--- config.mk ---
export PLATFORM = sky130hd
export DESIGN_NAME = timer_irq_enable_and_flags
export DESIGN_NICKNAME = d
export VERILOG_FILES = /design/src/logic/timer_irq_pkg.sv /design/src/logic/flag_if.sv /design/src/logic/counter_tick_gen.sv /design/src/logic/flag_bank.sv /design/src/logic/timer_irq_enable_and_flags.sv
export SDC_FILE = /design/constraint.sdc
export NUM_CORES = 1
export LEC_CHECK = 0
export BUFFER_PORTS_ARGS = -buffer_cell sky130_fd_sc_hd__buf_4
export CAP_MARGIN = 5
export CORE_MARGIN = 2
export CORE_UTILIZATION = 40
export CTS_CLUSTER_SIZE = 30
export DETAILED_ROUTE_END_ITERATION = 16
export PLACE_DENSITY = 0.68
export RECOVER_POWER = 25
export SLEW_MARGIN = 15
export SYNTH_ARGS = -nofsm -noshare
export SYNTH_HDL_FRONTEND = slang
export SYNTH_SLANG_ARGS = --single-unit
--- constraint.sdc ---
create_clock -name clk_sys -period 1.6 [get_ports clk_sys]
set_input_delay 0.32 -clock clk_sys [delete_from_list [all_inputs] [get_ports clk_sys]]
set_output_delay 0.32 -clock clk_sys [all_outputs]
set_load 0.05 [all_outputs]
--- src/logic/timer_irq_pkg.sv ---
// Register map, field layout and timing constants of the timer interrupt block
package timer_irq_pkg;
  localparam int unsigned ADDR_W              = 8;
  localparam int unsigned DATA_W              = 32;
  localparam int unsigned NUM_CH              = 4;
  localparam int unsigned NUM_NRF             = 2;
  localparam int unsigned COUNTER_DIV_DEFAULT = 2;

  localparam logic [ADDR_W-1:0] OFS_ENABLE_CLEAR = 8'h24;
  localparam logic [ADDR_W-1:0] OFS_ENABLE_SET   = 8'h28;
  localparam logic [ADDR_W-1:0] OFS_FLAGS        = 8'h2C;
  localparam logic [ADDR_W-1:0] OFS_IRQ_STATUS   = 8'h38;
  localparam logic [ADDR_W-1:0] OFS_IRQ_CLEAR    = 8'h3C;

  localparam int unsigned BIT_MC_LO      = 16;
  localparam int unsigned BIT_NRF_LO     = 14;
  localparam int unsigned BIT_FAULT_B    = 13;
  localparam int unsigned BIT_FAULT_A    = 12;
  localparam int unsigned BIT_DFS        = 11;
  localparam int unsigned BIT_ERR        = 3;
  localparam int unsigned BIT_CNT        = 2;
  localparam int unsigned BIT_TRG        = 1;
  localparam int unsigned BIT_OVF        = 0;

  localparam logic [DATA_W-1:0] FLAG_MASK   = 32'h000F_F80F;
  localparam logic [DATA_W-1:0] RESET_FLAGS = 32'h0000_0000;
  localparam logic [DATA_W-1:0] RESET_EN    = 32'h0000_0000;

  // Expands Wishbone byte selects to a bit mask
  function automatic logic [DATA_W-1:0] byte_mask(input logic [3:0] sel);
    logic [DATA_W-1:0] m;
    m = '0;
    for (int i = 0; i < 4; i++) begin
      m[i*8 +: 8] = {8{sel[i]}};
    end
    return m;
  endfunction : byte_mask
endpackage : timer_irq_pkg

--- src/logic/flag_if.sv ---
// Signals between the register front end and the flag bank
interface flag_if;
  logic        tick;
  logic [31:0] evt;
  logic [3:0]  cap;
  logic [31:0] clr;
  logic [31:0] flags;

  modport bank (input tick, input evt, input cap, input clr, output flags);
  modport ctrl (output tick, output evt, output cap, output clr, input flags);
endinterface : flag_if

--- src/logic/counter_tick_gen.sv ---
// Divider that makes the one-cycle counter clock enable pulse
module counter_tick_gen #(
  parameter int unsigned DIV = 2
) (
  input  wire logic clk_sys,
  input  wire logic resetn,
  output logic      tick
);
  localparam int unsigned CNT_W = (DIV > 1) ? $clog2(DIV) : 1;
  localparam logic [CNT_W-1:0] LAST = CNT_W'(DIV - 1);

  typedef struct packed {
    logic [CNT_W-1:0] cnt;
    logic             tick;
  } tick_state_t;

  tick_state_t s_q;
  tick_state_t s_d;

  always_comb begin
    s_d = s_q;
    s_d.tick = (s_q.cnt == LAST);
    if (s_q.cnt == LAST) begin
      s_d.cnt = '0;
    end else begin
      s_d.cnt = s_q.cnt + CNT_W'(1);
    end
  end

  always_ff @(posedge clk_sys or negedge resetn) begin
    if (!resetn) begin
      s_q <= '0;
    end else begin
      s_q <= s_d;
    end
  end

  assign tick = s_q.tick;
endmodule : counter_tick_gen

--- src/logic/flag_bank.sv ---
// Sticky interrupt flags, set on the counter clock tick after their cause
module flag_bank (
  input wire logic clk_sys,
  input wire logic resetn,
  flag_if.bank     f
);
  import timer_irq_pkg::*;

  typedef struct packed {
    logic [DATA_W-1:0] pend;
    logic [NUM_CH-1:0] cap_pend;
    logic [DATA_W-1:0] flags;
  } bank_state_t;

  bank_state_t       s_q;
  bank_state_t       s_d;
  logic [DATA_W-1:0] set;

  always_comb begin
    s_d = s_q;
    set = '0;
    if (f.tick) begin
      // Causes seen before this tick become flags; causes in this cycle wait for the next
      set = s_q.pend & FLAG_MASK;
      set[BIT_ERR] = |(s_q.cap_pend & s_q.flags[BIT_MC_LO +: NUM_CH]);
      s_d.pend = f.evt;
      s_d.cap_pend = f.cap;
    end else begin
      s_d.pend = s_q.pend | f.evt;
      s_d.cap_pend = s_q.cap_pend | f.cap;
    end
    // A set in the same cycle as a clear wins
    s_d.flags = ((s_q.flags & ~f.clr) | set) & FLAG_MASK;
  end

  always_ff @(posedge clk_sys or negedge resetn) begin
    if (!resetn) begin
      s_q <= '{pend: '0, cap_pend: '0, flags: RESET_FLAGS};
    end else begin
      s_q <= s_d;
    end
  end

  assign f.flags = s_q.flags;
endmodule : flag_bank

--- src/logic/timer_irq_enable_and_flags.sv ---
// Interrupt enable and flag registers of the control timer, Wishbone slave
//
// Added by the designer: the Wishbone slave port.
module timer_irq_enable_and_flags #(
  parameter int unsigned COUNTER_DIV = timer_irq_pkg::COUNTER_DIV_DEFAULT
) (
  input  wire logic                              clk_sys,
  input  wire logic                              resetn,
  input  wire logic                              wb_cyc,
  input  wire logic                              wb_stb,
  input  wire logic                              wb_we,
  input  wire logic [timer_irq_pkg::ADDR_W-1:0]  wb_adr,
  input  wire logic [3:0]                        wb_sel,
  input  wire logic [timer_irq_pkg::DATA_W-1:0]  wb_dat_w,
  output logic      [timer_irq_pkg::DATA_W-1:0]  wb_dat_r,
  output logic                                   wb_ack,
  input  wire logic [timer_irq_pkg::NUM_CH-1:0]  match_capture_channel_evt,
  input  wire logic [timer_irq_pkg::NUM_CH-1:0]  channel_capture_value_evt,
  input  wire logic [timer_irq_pkg::NUM_CH-1:0]  channel_capture_read,
  input  wire logic [timer_irq_pkg::NUM_CH-1:0]  capture_mode,
  input  wire logic [timer_irq_pkg::NUM_NRF-1:0] nonrecoverable_fault_n_evt,
  input  wire logic                              recoverable_fault_a_evt,
  input  wire logic                              recoverable_fault_b_evt,
  input  wire logic                              debug_fault_state_evt,
  input  wire logic                              counter_event_evt,
  input  wire logic                              retrigger_evt,
  input  wire logic                              overflow_evt,
  output logic                                   counter_clock,
  output logic                                   irq
);
  import timer_irq_pkg::*;

  typedef struct packed {
    logic              ack;
    logic [DATA_W-1:0] rdata;
    logic [DATA_W-1:0] enable;
    logic              irq;
  } reg_state_t;

  reg_state_t        s_q;
  reg_state_t        s_d;
  logic              tick;
  logic              hit;
  logic              do_wr;
  logic [DATA_W-1:0] wmask;
  logic [DATA_W-1:0] evt;
  logic [DATA_W-1:0] clr;
  flag_if            fl ();

  counter_tick_gen #(
    .DIV (COUNTER_DIV)
  ) u_tick (
    .clk_sys (clk_sys),
    .resetn  (resetn),
    .tick    (tick)
  );

  flag_bank u_flags (
    .clk_sys (clk_sys),
    .resetn  (resetn),
    .f       (fl)
  );

  // Event strobes gathered into flag layout
  always_comb begin
    evt = '0;
    evt[BIT_MC_LO +: NUM_CH] = match_capture_channel_evt | channel_capture_value_evt;
    evt[BIT_NRF_LO +: NUM_NRF] = nonrecoverable_fault_n_evt;
    evt[BIT_FAULT_B] = recoverable_fault_b_evt;
    evt[BIT_FAULT_A] = recoverable_fault_a_evt;
    evt[BIT_DFS] = debug_fault_state_evt;
    evt[BIT_CNT] = counter_event_evt;
    evt[BIT_TRG] = retrigger_evt;
    evt[BIT_OVF] = overflow_evt;
  end

  // Wishbone: ack one cycle after the request, writes act on the acked edge
  always_comb begin
    s_d = s_q;
    hit = wb_cyc & wb_stb;
    s_d.ack = hit & ~s_q.ack;
    do_wr = hit & wb_we & s_q.ack;
    wmask = wb_dat_w & byte_mask(wb_sel) & FLAG_MASK;
    clr = '0;
    if (hit & ~s_q.ack & ~wb_we) begin
      case (wb_adr)
        OFS_ENABLE_CLEAR: s_d.rdata = s_q.enable;
        OFS_ENABLE_SET:   s_d.rdata = s_q.enable;
        OFS_FLAGS:        s_d.rdata = fl.flags;
        OFS_IRQ_STATUS:   s_d.rdata = fl.flags;
        default:          s_d.rdata = '0;
      endcase
    end
    if (do_wr) begin
      case (wb_adr)
        OFS_ENABLE_SET:   s_d.enable = s_q.enable | wmask;
        OFS_ENABLE_CLEAR: s_d.enable = s_q.enable & ~wmask;
        OFS_FLAGS:        clr = wmask;
        OFS_IRQ_CLEAR:    clr = wmask;
        default:          clr = '0;
      endcase
    end
    clr[BIT_MC_LO +: NUM_CH] = clr[BIT_MC_LO +: NUM_CH] | (channel_capture_read & capture_mode);
    s_d.irq = |(fl.flags & s_q.enable);
  end

  always_ff @(posedge clk_sys or negedge resetn) begin
    if (!resetn) begin
      s_q <= '{ack: 1'b0, rdata: '0, enable: RESET_EN, irq: 1'b0};
    end else begin
      s_q <= s_d;
    end
  end

  assign fl.tick = tick;
  assign fl.evt = evt;
  assign fl.cap = channel_capture_value_evt;
  assign fl.clr = clr;

  assign wb_ack = s_q.ack;
  assign wb_dat_r = s_q.rdata;
  assign counter_clock = tick;
  assign irq = s_q.irq;
endmodule : timer_irq_enable_and_flags

==> flow_summary.json, run 1 <==
{
  "areaGrowthSynthToFinish_pct": 25.6,
  "tritoncts": "yes",
  "grt_pass1_vias": 1979,
  "hold_viol_final": 0,
  "dpl.hpwl_microns": 4350,
  "die_w_microns": 87.6,
  "synthSimpleGateAreaFrac_pct": 12.7,
  "cp_max_fo": 5,
  "synth_top_family_by_area": "compound AO/OA/AOI/OAI gates",
  "n_fill_cell": 608,
  "ys_seq_area_share_pct": 52.8,
  "cts_made_buffers": 9,
  "skew_ns": 0.00459,
  "regArea_sq_mm": 0.00148,
  "routed_wl_microns": 5570,
  "grt_first_pass_wirelength_microns": 9130,
  "synthTopCellsByCount": "dfrtp_1 (59), nand2_1 (37), buf_4 (35), o21ai_1 (16), nor2b_1 (14)",
  "synth_flop_cell": "dfrtp_1",
  "via_count": 2020,
  "grt.total_usage_pct": 15.8,
  "clock-sinks": 59,
  "placed_area_sq_mm": 0.00335,
  "rr_endpoint": "u_flags.f.flags[12]$_DFF_PN0_",
  "nets": 395,
  "overflow": 0,
  "synth_edf_count": 0,
  "post-route-period-util_pct": 92.4,
  "place.gp.congestion": 0.811,
  "synth-seq-cells": 59,
  "p_total_mw": 3.01,
  "min_to": "u_flags.s_q[37]$_DFF_PN0_",
  "swShare_pct": 25.4,
  "synth_top_area_share_pct": 52.8,
  "grt_max_degree": 35,
  "synth.distinct_cells": 32,
  "fmax_mhz": 676,
  "setup_viol": 0,
  "fin_worst_hold_slack_ns": 0.174,
  "wl_per_cell_microns": 13.2,
  "yosys-mux-area-fraction_pct": 0,
  "end_kind": "output port",
  "antenna_found_initial": 0,
  "fp-row-count": 30,
  "maxCapViolCount": 0,
  "multi_input_area_sq_mm": 0.00107,
  "relSlewSlack_pct": 58.0,
  "synth_compound_area_share_pct": 22.4,
  "ios": 108,
  "synth_most_common_cell": "dfrtp_1",
  "clock_power_share_pct": 37.1,
  "status": "complete, no violations",
  "core_sq_mm": 0.00679,
  "die_area_sq_mm": 0.00768,
  "ant_nets": 0,
  "drc": 0,
  "io_buffers": 68,
  "drv_slew": 0,
  "netlist_area_sq_mm": 0.00280,
  "tns_ns": 0,
  "cp-start-kind": "flop",
  "powerDensity_mw_per_mm2": 858,
  "synth_xor_area_share_pct": 0.626,
  "power_switching_mw": 0.766,
  "first_iter_violations": 107,
  "cts_setup_buffers": 0,
  "syn_avg_cell_area_sq_um": 11.1,
  "dr.pass1.iters": 4,
  "synth_cells": 253,
  "seq_power_share_pct": 51.1,
  "antenna_cells": 0,
  "synthAdderAreaFrac_pct": 0,
  "vias_per_cell": 4.79,
  "htreeDepth": 3,
  "r2r_slack_ns": 0.14,
  "max_slew.worst_pin.slew_ns": 0.629,
  "path_clk_slew_ns": 0.06,
  "min_period_ns": 1.48,
  "synthArstFlopShare_pct": 100,
  "hold_depth": 2,
  "p_leak_nw": 1.67,
  "ir_drop_v": 0.000471,
  "rsz0062_at_grt": "false",
  "cts_resized": 0,
  "drive_gt1_share_pct": 32.8,
  "min_from": "retrigger_evt",
  "cp_data_required_time_ns": 1.28,
  "reg2reg_depth": 5,
  "synth_area_leader_cell": "dfrtp_1",
  "p_int_mw": 2.25,
  "criticalPathCategory": "flop to output port",
  "place_inst": 406,
  "clock_path_buffers": 2,
  "ys_top_cells_by_area": "dfrtp_1 (53%), buf_4 (9.4%), nand2_1 (5.0%)",
  "arrival_ns": 1.16,
  "die_h_microns": 87.6,
  "yosys_warnings": 0,
  "finalInstanceArea_sq_mm": 0.00351,
  "timing.rr.start": "wb_ack$_DFF_PN0_",
  "clk_latency_ns": 0.32,
  "power_frac_comb_pct": 11.8,
  "min_path_type": "input port to flop",
  "cts_root_buffer": "clkbuf_8",
  "instances_no_fill": 422,
  "initial_core_util_pct": 41.2
}
## worst max-delay path, stage by stage (launching register included)
cell	delay (ns)
dfrtp_1	0.39
clkbuf_1	0.21
buf_4	0.24
## worst max-delay path by stage
stage / start / end / slack [ns]
after floorplan: wb_ack$_DFF_PN0_ / wb_dat_r[12]$_DFFE_PN0P_ / 0.06
after global placement: wb_adr[1] / u_flags.f.flags[19]$_DFF_PN0_ / -0.02
after detailed placement: wb_adr[1] / u_flags.f.flags[12]$_DFF_PN0_ / -0.05
after CTS: wb_ack$_DFF_PN0_ / u_flags.f.flags[12]$_DFF_PN0_ / 0.11
after global routing: u_tick.tick$_DFF_PN0_ / counter_clock / 0.04
final: u_tick.tick$_DFF_PN0_ / counter_clock / 0.12
## logic make-up after synthesis
logic type,Yosys count
AND/OR/NAND/NOR,65
buffers and inverters,46
flip-flops,59
other,1
AO/OA/AOI/OAI,80
XOR/XNOR,2
## per-stage QoR
stage               util (%)  setup WS [ns]
global placement        49.3        -0.0220
CTS                     51.8          0.110
global route            51.7         0.0379
finish                  51.7          0.121
floorplan                  -         0.0593
detailed placement      49.3        -0.0541
## routing by layer
| metal | vias to the layer above | wire length [microns] | GRT usage [%] |
|---|---|---|---|
| met5 | - | 0 | 0 |
| met4 | 0 | 117 | 9.09 |
| met3 | 10 | 298 | 3.49 |
| met2 | 51 | 2660 | 24.7 |
| met1 | 956 | 2500 | 20.4 |
| li1 | 1003 | - | - |
## power by group through the flow
stage	logic, mW	registers (mW)	clock network [mW]
final	0.356	1.54	1.12
after global routing	0.386	1.54	1.22
after CTS	0.362	1.54	1.15
after detailed placement	0.359	1.57	0
after global placement	0.353	1.57	0
after floorplan	0.220	1.57	0
## area by class of cell
| type | count | share of cell area [%] |
|---|---|---|
| Tap cell | 96 | 3.42 |
| Timing Repair Buffer | 81 | 19.0 |
| Inverter | 5 | 0.534 |
| Sequential cell | 59 | 42.1 |
| Clock buffer | 13 | 4.24 |
| Multi-Input combinational cell | 166 | 30.4 |
| Clock inverter | 2 | 0.356 |
## cells in the final DEF (no fill, tap or decap), types with 3 or more instances in the layout
master	n
buf_4	73
dfrtp_1	58
nand2_1	37
conb_1	19
o21ai_1	16
nor2b_1	14
o21ai_0	13
a221o_1	13
a21o_1	12
o31ai_2	10
clkbuf_8	10
inv_1	5
buf_12	5
nor2_1	4
clkbuf_1	4
and4_1	3
o211ai_1	3
a221oi_1	3
o31ai_1	3
## what timing repair did
action,CTS,global route
hold buffers,1,0
endpoints found under the setup margin,0,0
hold endpoints to repair,25,0
No activity file was read; power rests on OpenSTA's default activity.
==> run 2: changes to the inputs <==
- REMOVE_ABC_BUFFERS: unset -> 1
==> flow_summary.json, run 2 (synthesized netlist as in run 1, its figures left out) <==
{
  "status": "complete, no violations",
  "initial_core_util_pct": 41.2,
  "die_w_microns": 87.6,
  "n_fill_cell": 604,
  "ios": 108,
  "cp_data_required_time_ns": 1.28,
  "nets": 393,
  "criticalPathCategory": "flop to output port",
  "clk_latency_ns": 0.34,
  "dpl.hpwl_microns": 4340,
  "grtUsageMet3_pct": 6.03,
  "htreeDepth": 3,
  "routed_wl_microns": 5970,
  "first_iter_violations": 120,
  "path_clk_slew_ns": 0.06,
  "cp-start-kind": "flop",
  "clock-sinks": 59,
  "multi_input_area_sq_mm": 0.00107,
  "hold_viol_final": 0,
  "die_h_microns": 87.6,
  "relSlewSlack_pct": 57.2,
  "regArea_sq_mm": 0.00148,
  "grt_max_degree": 36,
  "use_met1_pct": 23.2,
  "tritoncts": "yes",
  "drc": 0,
  "cts_root_buffer": "clkbuf_8",
  "maxCapViolCount": 0,
  "grt_first_pass_wirelength_microns": 9940,
  "grt.total_usage_pct": 17.4,
  "die_area_sq_mm": 0.00768,
  "layout_common_cells": "buf_4 (72), dfrtp_1 (58), nand2_1 (37)",
  "instances_no_fill": 421,
  "place.gp.congestion": 0.788,
  "overflow": 0,
  "clock_path_buffers": 2,
  "post-route-period-util_pct": 92.9,
  "max_slew.worst_pin.slew_ns": 0.642,
  "drv_slew": 0,
  "skew_ns": 0.00527,
  "cts_made_buffers": 9,
  "core_sq_mm": 0.00679,
  "cts_setup_buffers": 0,
  "place_inst": 404,
  "fin_worst_hold_slack_ns": 0.152,
  "ir_drop_v": 0.000500,
  "arrival_ns": 1.17,
  "grt_pass1_vias": 2039,
  "ant_nets": 0,
  "fp-row-count": 30,
  "setup_viol": 0,
  "grtUsageMet2_pct": 26.0,
  "min_path_type": "input port to flop",
  "top_usage_layer": "met2",
  "areaGrowthSynthToFinish_pct": 26.4,
  "via_count": 2040,
  "setup_ws_ns": 0.114,
  "fmax_mhz": 673,
  "end_kind": "output port",
  "dr.pass1.iters": 6,
  "powerDensity_mw_per_mm2": 910,
  "cp_max_fo": 9,
  "wl_per_cell_microns": 14.2,
  "final_common_cell": "buf_4",
  "p_leak_nw": 1.68,
  "vias_per_cell": 4.85,
  "min_period_ns": 1.49,
  "antenna_found_initial": 0,
  "drive_gt1_share_pct": 33.8,
  "antenna_cells": 0,
  "place_ws_ns": -0.0412,
  "io_buffers": 68
}
[run 2: stage by stage]
stage / utilization (%) / power [mW] / setup TNS (ns) / area [sq um]
2_1_floorplan: - / 1.75 / -6.32 / 2560
4_1_cts: 52.0 / 3.25 / 0 / 3540
3_3_place_gp: 49.0 / 1.92 / -0.218 / 3330
3_5_place_dp: 49.0 / 1.93 / -0.454 / 3330
6_report: 52.0 / 3.22 / 0 / 3540
5_1_grt: 52.0 / 3.36 / -0.0488 / 3540
[run 2: cell type report]
cell class,count,area share (%)
inverter,5,0.531
timing repair buffer,79,18.5
clock buffer,11,4.00
multi-input combinational,166,30.3
sequential,59,41.8
tap,96,3.40
clock inverter,5,1.49
[run 2: final timing paths]
kind                                              start                       endpoint  slack [ns]  cells after the start
min in group asynchronous                        resetn                      async pin        0.54                      2
max in group asynchronous                        resetn        wb_dat_r[1]$_DFFE_PN0P_        0.46                      3
worst min register to register  u_tick.s_d[0]$_DFF_PN0_          u_tick.tick$_DFF_PN0_        0.38                      0
worst min-delay path              debug_fault_state_evt      u_flags.s_q[47]$_DFF_PN0_        0.15                      2
worst max register to register         wb_ack$_DFF_PN0_  u_flags.f.flags[16]$_DFF_PN0_        0.12                      5
worst max-delay path              u_tick.tick$_DFF_PN0_                  counter_clock        0.11                      2
[run 2: worst max-delay path, cell delays in order (launching register included)]
cell and delay [ns]:
dfrtp_2 0.46, buf_4 0.18, buf_4 0.19
[run 2: where the power goes]
group          internal, mW  switching [mW]  total, mW  leakage (nW)
Combinational         0.132           0.227      0.359         0.874
Clock                 0.753           0.568       1.32        0.0991
Sequential             1.52          0.0173       1.54         0.708
[run 2: layer usage]
layer  share of wire, %  wire length (microns)
met5                  0                      0
met4                2.3                    139
met3                7.4                    443
met2                 44                   2650
met1                 46                   2740
[run 2: timing repair]
| item | 4_1_cts | 5_1_grt |
|---|---|---|
| hold endpoints to repair | 24 | 0 |
| setup endpoints to repair | 0 | 2 |
| gates resized for setup | 0 | 2 |
| hold buffers | 1 | 0 |
==> run 3: changes to the inputs <==
- PLACE_DENSITY: 0.68 -> 0.73
==> flow_summary.json, run 3 (synthesized netlist as in run 1, its figures left out) <==
{
  "timing.rr.start": "wb_ack$_DFF_PN0_",
  "setup_ws_ns": 0.136,
  "cp.depth": 5,
  "instances_no_fill": 419,
  "vias_per_cell": 4.88,
  "fmax_mhz": 683,
  "cts_root_buffer": "clkbuf_8",
  "top_usage_layer": "met2",
  "cp_max_fo": 26,
  "ant_nets": 0,
  "startpoint": "wb_ack$_DFF_PN0_",
  "routed_wl_microns": 6230,
  "finish.utilization_pct": 51.5,
  "place_ws_ns": -0.0704,
  "cp_data_required_time_ns": 1.81,
  "p_leak_nw": 1.67,
  "fin_worst_hold_slack_ns": 0.159,
  "grt_first_pass_wirelength_microns": 10400,
  "criticalPathCategory": "flop to flop",
  "fp-row-count": 30,
  "areaGrowthSynthToFinish_pct": 25.1,
  "min_path_type": "input port to flop",
  "antenna_cells": 0,
  "clock-sinks": 59,
  "tns_ns": 0,
  "cp-start-kind": "flop",
  "grt_pass1_vias": 2136,
  "htreeDepth": 3,
  "p_total_mw": 3.03,
  "wl_per_cell_microns": 14.9,
  "hold_viol_final": 0,
  "status": "complete, no violations",
  "via_count": 2043,
  "crit_chain": "and4_1 -> nand4_4 -> buf_12 -> o21ai_0 -> o31ai_2",
  "clk_latency_ns": 0.33,
  "antenna_found_initial": 0,
  "drc": 0,
  "ios": 108,
  "relSlewSlack_pct": 60.7,
  "dpl.hpwl_microns": 4470,
  "ir_drop_v": 0.000650,
  "cts_setup_buffers": 0,
  "drive_gt1_share_pct": 32.2,
  "end_kind": "flop",
  "die_w_microns": 87.6,
  "die_h_microns": 87.6,
  "maxCapViolCount": 0,
  "tritoncts": "yes",
  "critPathBufInv": 1,
  "hold_depth": 2,
  "nets": 392,
  "layout_common_cells": "buf_4 (69), dfrtp_1 (59), nand2_1 (37)",
  "drv_slew": 0,
  "grtUsageMet2_pct": 26.8,
  "initial_core_util_pct": 41.2,
  "io_buffers": 68,
  "arrival_ns": 1.68,
  "min_period_ns": 1.46,
  "cts_made_buffers": 9,
  "die_area_sq_mm": 0.00768,
  "finalInstanceArea_sq_mm": 0.00350,
  "place.gp.congestion": 0.762,
  "dr.pass1.iters": 4,
  "overflow": 0,
  "setup_viol": 0,
  "first_iter_violations": 123,
  "min_from": "overflow_evt",
  "placed_area_sq_mm": 0.00334,
  "max_slew.worst_pin.slew_ns": 0.590,
  "cpMaxStageDelayCell": "dfrtp_1",
  "rsz0062_at_grt": "false",
  "reg2reg_depth": 5,
  "post-route-period-util_pct": 91.5,
  "core_sq_mm": 0.00679,
  "grt_max_degree": 39,
  "place_inst": 403,
  "grtUsageMet3_pct": 5.00,
  "crit_family": "simple AND/OR/NAND/NOR gates",
  "clock_path_buffers": 2,
  "use_met1_pct": 24.3,
  "grt.total_usage_pct": 18.0,
  "skew_ns": 0.00501,
  "max_stage_delay_ns": 0.39,
  "powerDensity_mw_per_mm2": 866,
  "final_common_cell": "buf_4",
  "path_clk_slew_ns": 0.06
}
-- run 3: final cells by class --
| type | instances | area [sq um] |
|---|---|---|
| Sequential cell | 59 | 1480 |
| Multi-Input combinational cell | 166 | 1070 |
| Clock inverter | 3 | 15.0 |
| Inverter | 5 | 18.8 |
| Tap cell | 96 | 120 |
| Fill cell | 624 | 3290 |
| Clock buffer | 12 | 145 |
| Timing Repair Buffer | 78 | 657 |
-- run 3: path summary, 6_finish.rpt --
check / endpoint / slack [ns]
min in group asynchronous: u_flags.s_q[53]$_DFF_PN0_ / 0.53
max in group asynchronous: u_flags.s_q[49]$_DFF_PN0_ / 0.47
worst max-delay path: flop / 0.14
worst min-delay path: u_flags.s_q[36]$_DFF_PN0_ / 0.16
worst min register to register: u_tick.tick$_DFF_PN0_ / 0.38
worst max register to register: flop / 0.14
-- run 3: report_power, final --
part	leakage (nW)	total, mW	switching, mW	internal, mW
Sequential	0.710	1.54	0.0177	1.52
Combinational	0.871	0.360	0.229	0.131
Clock	0.0860	1.13	0.544	0.588
Total	1.67	3.03	0.791	2.24
-- run 3: metal layers --
layer | routed length (microns) | up-vias
li1 | - | 993
met1 | 2800 | 965
met2 | 2860 | 72
met3 | 425 | 13
met4 | 139 | 0
met5 | 0 | -
-- run 3: repair_timing --
| action | in CTS | in global routing |
|---|---|---|
| hold buffers | 1 | 0 |
| gates resized for setup | 0 | 0 |
| endpoints found under the hold margin | 21 | 0 |
